## src/rtl/uart_status_regs_defines.vh

```
`ifndef UART_STATUS_REGS_DEFINES_VH
`define UART_STATUS_REGS_DEFINES_VH
`define OFS_LINE_STATUS 3'h0
`define OFS_DATA_PORT 3'h1
`define OFS_BAUD_MIDDLE 3'h2
`define OFS_BAUD_OUTER 3'h3
`define OFS_CTRL_A 3'h4
`define OFS_CTRL_B 3'h5
`define OFS_CTRL_C 3'h6
`define ADDR_W 3
`define STATUS_RESET 8'hC0
`define BIT_TXE 7
`define BIT_TC 6
`define BIT_RX_NOT_EMPTY 5
`define BIT_IDLE 4
`define BIT_OR 3
`define BIT_NF 2
`define BIT_FE 1
`define BIT_PE 0
`define BIT_PARITY_IRQ_ENABLE 0
`define BIT_TX_EMPTY_IRQ_ENABLE 7
`define BIT_TX_COMPLETE_IRQ_ENABLE 6
`define BIT_RX_IRQ_ENABLE 5
`define BIT_IDLE_IRQ_ENABLE 4
`define BIT_TEN 3
`define BIT_REN 2
`define BIT_BREAK_IRQ_ENABLE 0
`define BIT_HEADER_IRQ_ENABLE 1
`define BIT_LIN_SLAVE 2
`define BIT_AUTO_RESYNC_ENABLE 3
`endif

```

## src/rtl/uart_status_regs.v

```verilog
// How it works
// - In Wait the block runs on; enabled interrupts raise the wake output.
// - Halt freezes every register and stops transmit and receive.
// - Two request lines: transmit group and receive group.
// - Each event requests only with its enable; core masks globally.
// - Transmit-empty sets on buffer-to-shifter move, clears on data write.
// - Transmit-complete sets at frame end with empty; status read+write or 0.
// - Receive-not-empty sets on word arrival; clears on data read or 0.
// - Idle sets on idle; two-step clear; rearmed only by new word.
// - Overrun keeps buffered word, sets flag; two-step clear.
// - In LIN slave mode bit 3 also reports header errors.
// - Noise sets on noisy frame, no own request; two-step clear.
// - Framing sets on desync/noise/break; LIN slave never on break.
// - Framing with overrun on one word: only overrun sets.
// - Parity sets on parity or identifier parity error; requests when on.
// - Data read gives receive buffer; write loads transmit buffer.
// - One divider both ways; counters reload on middle-byte write.
// - Transmit/receive baud counters halt while their enable is clear.
// - Middle byte holds divider 11:4; zero disables the baud clock.
// - Outer register holds divider 15:12 high and 3:0 low.
// - Idle requests only with idle-line enable set.
//
// Decided for this implementation: strobed register access.
`include "uart_status_regs_defines.vh"
`timescale 1ns/100ps
`default_nettype none
module uart_status_regs (
  input wire clk_i,
  input wire sys_rst_i,
  input wire clk_en_i,
  input wire halt_i,
  input wire [2:0] addr_i,
  input wire [7:0] wdata_i,
  input wire wr_i,
  input wire rd_i,
  output reg [7:0] rdata_o,
  input wire tx_load_i,
  input wire tx_frame_done_i,
  input wire rx_word_i,
  input wire [7:0] rx_data_i,
  input wire rx_idle_i,
  input wire rx_noise_i,
  input wire rx_frame_err_i,
  input wire rx_break_i,
  input wire rx_parity_err_i,
  input wire lin_header_err_i,
  input wire lin_deviation_err_i,
  input wire lin_break_det_i,
  input wire lin_header_det_i,
  output reg [7:0] tx_holding_buffer_o,
  output reg [15:0] baud_div_o,
  output reg baud_reload_o,
  output reg tx_baud_run_o,
  output reg rx_baud_run_o,
  output reg xfer_run_o,
  output reg tx_irq_o,
  output reg rx_irq_o,
  output reg wake_o
);
  reg tx_buffer_empty_q, tx_complete_q, rx_not_empty_q, idle_q;
  reg ovr_q, noise_flag_q, framing_error_flag_q, parity_error_flag_q;
  reg break_detect_flag_q, header_detect_flag_q, idle_armed_q;
  reg sr_read_q;
  reg [7:0] rx_holding_buffer_q;
  reg [7:0] baud_div_middle_q, baud_div_outer_q;
  reg [7:0] ctrl_a_q, ctrl_b_q, ctrl_c_q;
  wire run = clk_en_i & ~halt_i;
  wire lin_slave = ctrl_c_q[`BIT_LIN_SLAVE];
  wire wr_dr = run & wr_i & (addr_i == `OFS_DATA_PORT);
  wire rd_dr = run & rd_i & (addr_i == `OFS_DATA_PORT);
  wire rd_sr = run & rd_i & (addr_i == `OFS_LINE_STATUS);
  wire wr_sr = run & wr_i & (addr_i == `OFS_LINE_STATUS);
  wire seq_rd = rd_dr & sr_read_q;
  wire seq_wr = wr_dr & sr_read_q;
  wire rx_ev = run & rx_word_i;
  wire overrun = rx_ev & rx_not_empty_q;
  wire hdr_err = lin_header_err_i | (lin_deviation_err_i & ctrl_c_q[`BIT_AUTO_RESYNC_ENABLE]);
  wire fe_set = run & ((rx_ev & rx_frame_err_i & ~overrun)
    | (~lin_slave & rx_break_i));
  wire [7:0] status = {tx_buffer_empty_q, tx_complete_q, rx_not_empty_q,
    idle_q, ovr_q, noise_flag_q, framing_error_flag_q, parity_error_flag_q};
  wire tx_req = (tx_buffer_empty_q & ctrl_b_q[`BIT_TX_EMPTY_IRQ_ENABLE])
    | (tx_complete_q & ctrl_b_q[`BIT_TX_COMPLETE_IRQ_ENABLE]);
  wire rx_req = ((rx_not_empty_q | ovr_q) & ctrl_b_q[`BIT_RX_IRQ_ENABLE])
    | (idle_q & ctrl_b_q[`BIT_IDLE_IRQ_ENABLE])
    | (parity_error_flag_q & ctrl_a_q[`BIT_PARITY_IRQ_ENABLE])
    | (break_detect_flag_q & ctrl_c_q[`BIT_BREAK_IRQ_ENABLE])
    | (header_detect_flag_q & ctrl_c_q[`BIT_HEADER_IRQ_ENABLE]);
  always @(posedge clk_i) begin
    if (sys_rst_i) begin
      {tx_buffer_empty_q, tx_complete_q} <= 2'h3;
      {rx_not_empty_q, idle_q, ovr_q, noise_flag_q} <= 4'h0;
      {framing_error_flag_q, parity_error_flag_q} <= 2'h0;
      {break_detect_flag_q, header_detect_flag_q} <= 2'h0;
      idle_armed_q <= 1'b0;
      sr_read_q <= 1'b0;
      rx_holding_buffer_q <= 8'h00;
      tx_holding_buffer_o <= 8'h00;
      baud_div_middle_q <= 8'h00;
      baud_div_outer_q <= 8'h00;
      ctrl_a_q <= 8'h00;
      ctrl_b_q <= 8'h00;
      ctrl_c_q <= 8'h00;
      rdata_o <= 8'h00;
      baud_div_o <= 16'h0000;
      baud_reload_o <= 1'b0;
      tx_baud_run_o <= 1'b0;
      rx_baud_run_o <= 1'b0;
      xfer_run_o <= 1'b0;
      tx_irq_o <= 1'b0;
      rx_irq_o <= 1'b0;
      wake_o <= 1'b0;
    end else if (clk_en_i) begin
      xfer_run_o <= ~halt_i;
      baud_reload_o <= run & wr_i & (addr_i == `OFS_BAUD_MIDDLE);
      baud_div_o <= {baud_div_outer_q[7:4], baud_div_middle_q,
        baud_div_outer_q[3:0]};
      tx_baud_run_o <= ctrl_b_q[`BIT_TEN] & (baud_div_middle_q != 8'h00);
      rx_baud_run_o <= ctrl_b_q[`BIT_REN] & (baud_div_middle_q != 8'h00);
      tx_irq_o <= tx_req;
      rx_irq_o <= rx_req;
      wake_o <= (tx_req | rx_req) & ~halt_i;
      if (run) begin
        if (rd_i) begin
          case (addr_i)
            `OFS_LINE_STATUS: rdata_o <= status;
            `OFS_DATA_PORT: rdata_o <= rx_holding_buffer_q;
            `OFS_BAUD_MIDDLE: rdata_o <= baud_div_middle_q;
            `OFS_BAUD_OUTER: rdata_o <= baud_div_outer_q;
            `OFS_CTRL_A: rdata_o <= ctrl_a_q;
            `OFS_CTRL_B: rdata_o <= ctrl_b_q;
            `OFS_CTRL_C: rdata_o <= {break_detect_flag_q, header_detect_flag_q,
              2'h0, ctrl_c_q[3:0]};
            default: rdata_o <= 8'h00;
          endcase
        end
        if (wr_i) begin
          case (addr_i)
            `OFS_BAUD_MIDDLE: baud_div_middle_q <= wdata_i;
            `OFS_BAUD_OUTER: baud_div_outer_q <= wdata_i;
            `OFS_CTRL_A: ctrl_a_q <= wdata_i;
            `OFS_CTRL_B: ctrl_b_q <= wdata_i;
            `OFS_CTRL_C: ctrl_c_q <= {4'h0, wdata_i[3:0]};
            default: ctrl_c_q <= ctrl_c_q;
          endcase
        end
        if (wr_dr)
          tx_holding_buffer_o <= wdata_i;
        if (rd_sr)
          sr_read_q <= 1'b1;
        else if (rd_dr | wr_dr)
          sr_read_q <= 1'b0;
        if (tx_load_i)
          tx_buffer_empty_q <= 1'b1;
        else if (wr_dr)
          tx_buffer_empty_q <= 1'b0;
        if (tx_frame_done_i & tx_buffer_empty_q)
          tx_complete_q <= 1'b1;
        else if (seq_wr | (wr_sr & ~wdata_i[`BIT_TC]))
          tx_complete_q <= 1'b0;
        if (rx_ev & ~rx_not_empty_q)
          rx_holding_buffer_q <= rx_data_i;
        if (rx_ev)
          rx_not_empty_q <= 1'b1;
        else if (rd_dr | (wr_sr & ~wdata_i[`BIT_RX_NOT_EMPTY]))
          rx_not_empty_q <= 1'b0;
        if (rx_ev)
          idle_armed_q <= 1'b1;
        else if (rx_idle_i & idle_armed_q)
          idle_armed_q <= 1'b0;
        if (rx_idle_i & idle_armed_q)
          idle_q <= 1'b1;
        else if (seq_rd)
          idle_q <= 1'b0;
        if (overrun | (lin_slave & hdr_err))
          ovr_q <= 1'b1;
        else if (seq_rd)
          ovr_q <= 1'b0;
        if (rx_ev & rx_noise_i)
          noise_flag_q <= 1'b1;
        else if (seq_rd)
          noise_flag_q <= 1'b0;
        if (fe_set)
          framing_error_flag_q <= 1'b1;
        else if (seq_rd)
          framing_error_flag_q <= 1'b0;
        if (rx_parity_err_i)
          parity_error_flag_q <= 1'b1;
        else if (seq_rd)
          parity_error_flag_q <= 1'b0;
        if (lin_break_det_i)
          break_detect_flag_q <= 1'b1;
        else if (wr_i & (addr_i == `OFS_CTRL_C) & ~wdata_i[7])
          break_detect_flag_q <= 1'b0;
        if (lin_header_det_i)
          header_detect_flag_q <= 1'b1;
        else if (wr_i & (addr_i == `OFS_CTRL_C) & ~wdata_i[6])
          header_detect_flag_q <= 1'b0;
      end
    end
  end
endmodule // uart_status_regs
`default_nettype wire

```

## config.mk

```make
export PLATFORM = sky130hd
export DESIGN_NAME = uart_status_regs
export DESIGN_NICKNAME = d
export VERILOG_FILES = /design/src/rtl/uart_status_regs.v
export VERILOG_INCLUDE_DIRS = /design/src /design/src/rtl
export SDC_FILE = /design/constraint.sdc
export NUM_CORES = 1
export LEC_CHECK = 0
export ABC_AREA = 1
export BUFFER_PORTS_ARGS = -buffer_cell sky130_fd_sc_hd__buf_2
export CAP_MARGIN = 20
export CORE_UTILIZATION = 37
export CTS_CLUSTER_DIAMETER = 40
export CTS_CLUSTER_SIZE = 28
export DETAILED_ROUTE_END_ITERATION = 6
export PLACE_DENSITY = 0.59
export SYNTH_ARGS = -nofsm -noshare
export SYNTH_HDL_FRONTEND = slang
export SYNTH_SLANG_ARGS = --single-unit
```

## constraint.sdc

```tcl
create_clock -name clk_i -period 1.2 [get_ports clk_i]
set_clock_uncertainty 0.2 [all_clocks]
set_input_delay 0.06 -clock clk_i [delete_from_list [all_inputs] [get_ports clk_i]]
set_output_delay 0.06 -clock clk_i [all_outputs]
set_load 0.01 [all_outputs]
```

==> impl_metrics.tcl <==
set metrics [dict create \
    die_area_sq_um 11600 \
    cts_sinks 95 \
    cts_tree "built" \
    crit_path_start "header_detect_flag_q$_SDFFE_PP0P_" \
    routedWlPerCell_um 15.7 \
    fin_crit_sh_pct 100 \
    worst_slack_ps -2.90 \
    r2r_start "header_detect_flag_q$_SDFFE_PP0P_" \
    synth_cells 567 \
    clk_latency_ps 390 \
    cp-endpoint "wake_o$_SDFFE_PP0P_" \
    antenna_found_initial 0 \
    cap_violations 0 \
    worst_pin_slew_ps 280 \
    core_sq_um 10900 \
    violations "negative hold slack, negative setup slack" \
    fin_util_pct 53.2 \
    leakagePower_nw 2.70 \
    htreeDepth 3 \
    vias_per_cell 5.02 \
    yosysSeqAreaShare_pct 45.9 \
    grt_use_total_pct 24.4 \
    timing.rr.end "wake_o$_SDFFE_PP0P_" \
    dp_hpwl_um 9660 \
    end_kind "flop" \
    yosysUniqueCellTypes 30 \
    crit_fanout 2 \
    vias 4343 \
    ant_nets 0 \
    grt_pass1_vias 4180 \
    period_minus_slack_ps 1200 \
    fin_cells 866 \
    crit_path_start_kind "flop" \
    firstDrtPassIters 5 \
    hold_slack_ps -32.4 \
    cp.arrival_ps 1280 \
    io_pins 76 \
    p_total_w 0.00634 \
    postSynthNetCount 604 \
    num_rows 38 \
    final_nets 758 \
    vdd_drop_max_mv 0.699 \
    placed_cells 810 \
    overflow 0 \
    path_clk_slew_ps 100 \
    gp_congestion 0.885 \
    outcome "finished, violations left" \
    cp.required_ps 1270 \
    syn2layout_area_growth_pct 39.9 \
    yosysWarnings 0 \
    insertedDiodeCount 0 \
    drive_gt1_share_pct 33.5 \
    synth_area_sq_um 4140 \
    avgSynthCellArea_sq_um 7.30 \
    slew_headroom_pct 81.2 \
    reg2reg_depth 7 \
    grt_pass1_wl_um 21200 \
    clockRootBuffer "clkbuf_8" \
    die_w_um 108 \
    wl_um 13600 \
    setup_viol 1 \
    clock_path_buffers 2 \
    port_buffers 75 \
    r2r_setup_slack_ps -3 \
    rsz0062_at_grt "true" \
    ys_ff_latch 95 \
    min_path_type "input pin to flop" \
    mostFrequentLayoutCells "nor2_1, buf_2, nand2_1" \
    route.detailed.drc 0 \
    hold_violations 20 \
    initial_core_util_pct 38.0 \
    worstSetupPathType "flop to flop" \
    numCtsBuffers 9 \
    p_per_area_nw_per_um2 1090 \
    finalMaxSlewViolations 0 \
    holdBufCountCts 31 \
    drt_iter0_drc 313 \
    die_h_um 108 \
    layout_commonest_cell "nor2_1" \
    grt_max_degree 44 \
    fmax_ghz 0.831 \
]
sequential cells by signal (all words and copies together) (netlist names), 4 cells and up:
register             flops
ctrl_b_q                 8
baud_div_outer_q         8
rx_holding_buffer_q      8
baud_div_middle_q        8
ctrl_c_q                 4
rdata_o                  8
baud_div_o              16
tx_holding_buffer_o      8
ctrl_a_q                 8
per-stage QoR:
stage,cell area [sq um],hold WS [ps],setup TNS (ps),worst slack (ps)
2_1_floorplan,4140,-70.6,0,24.9
3_3_place_gp,5040,97.1,-8460,-225
3_5_place_dp,5040,101,-9720,-227
4_1_cts,5620,-73.8,-21.0,-17.1
5_1_grt,5790,-17.5,-358,-52.2
6_report,5790,-32.4,-2.90,-2.90
worst max-delay path, stage by stage, from the launching register on:
cell	delay [ps]
dfxtp_2	340
buf_4	140
nand2_2	60
nand2_2	40
nor2_2	90
nand3_1	100
nand2_1	80
a21oi_2	50
repair_timing:
| action | CTS | global route |
|---|---|---|
| pin swaps | 5 | 22 |
| resized for setup | 22 | 49 |
| hold endpoints to repair | 82 | 12 |
| endpoints found under the setup margin | 18 | 26 |
| buffers inserted | 1 | 6 |
| gates cloned | 1 | 1 |
metal layers:
metal	wire [um]	vias to the layer above	GRT usage [%]
met5	0	-	0
met4	325	0	10.7
met3	690	26	4.24
met2	6370	136	40.2
met1	6190	1995	31.1
li1	-	2186	-
where the power goes:
part	total (W)	switching, W	internal, W
sequential	0.00329	0.0000504	0.00324
clock	0.00225	0.00125	0.00100
combinational	0.000798	0.000441	0.000357
total	0.00634	0.00174	0.00460
how the worst min path moves through the flow:
stage,start,end,slack (ps),cells after the start
after global routing,rx_word_i,noise_flag_q$_SDFFE_PP0P_,-20,6
after CTS,sys_rst_i,rdata_o[5]$_SDFFE_PP0P_,-70,3
final,rx_word_i,noise_flag_q$_SDFFE_PP0P_,-30,6
after global placement,tx_load_i,tx_buffer_empty_q$_SDFFE_PP1P_,100,3
after detailed placement,tx_load_i,tx_buffer_empty_q$_SDFFE_PP1P_,100,3
after floorplan,sys_rst_i,ovr_q$_SDFFE_PP0P_,-70,1
final cells by class:
cell class,count,area (sq um)
Inverter,41,165
Tap cell,140,175
Timing Repair Buffer,175,1320
Clock inverter,7,83.8
Sequential cell,95,1930
Multi-Input combinational cell,399,1980
Fill cell,1094,5100
Clock buffer,9,124
cells by family (layout without fill, tap and decap cells):
kind of cell           Yosys count  in the layout  synth area share [%]
AND/OR/NAND/NOR                273            273                  29.6
flip-flops                      95             95                  45.9
buffers and inverters           73            232                  8.31
AO/OA/AOI/OAI                  126            126                  16.2
Yosys cell counts (all sizes together):
cell type  count  share of area, %
a21oi         45               6.2
a31oi          1              0.15
buf           23               3.7
clkbuf         9              0.82
dfxtp         95                46
inv           41               3.8
nand2         81               7.6
nand3         32               4.3
nand3b         1              0.18
nand4         30               4.5
nor2         128                13
nor3           1              0.24
o211ai         3              0.54
o21ai         76               9.2
o22ai          1              0.15
Note: power is estimated with default switching activity, not from simulation.
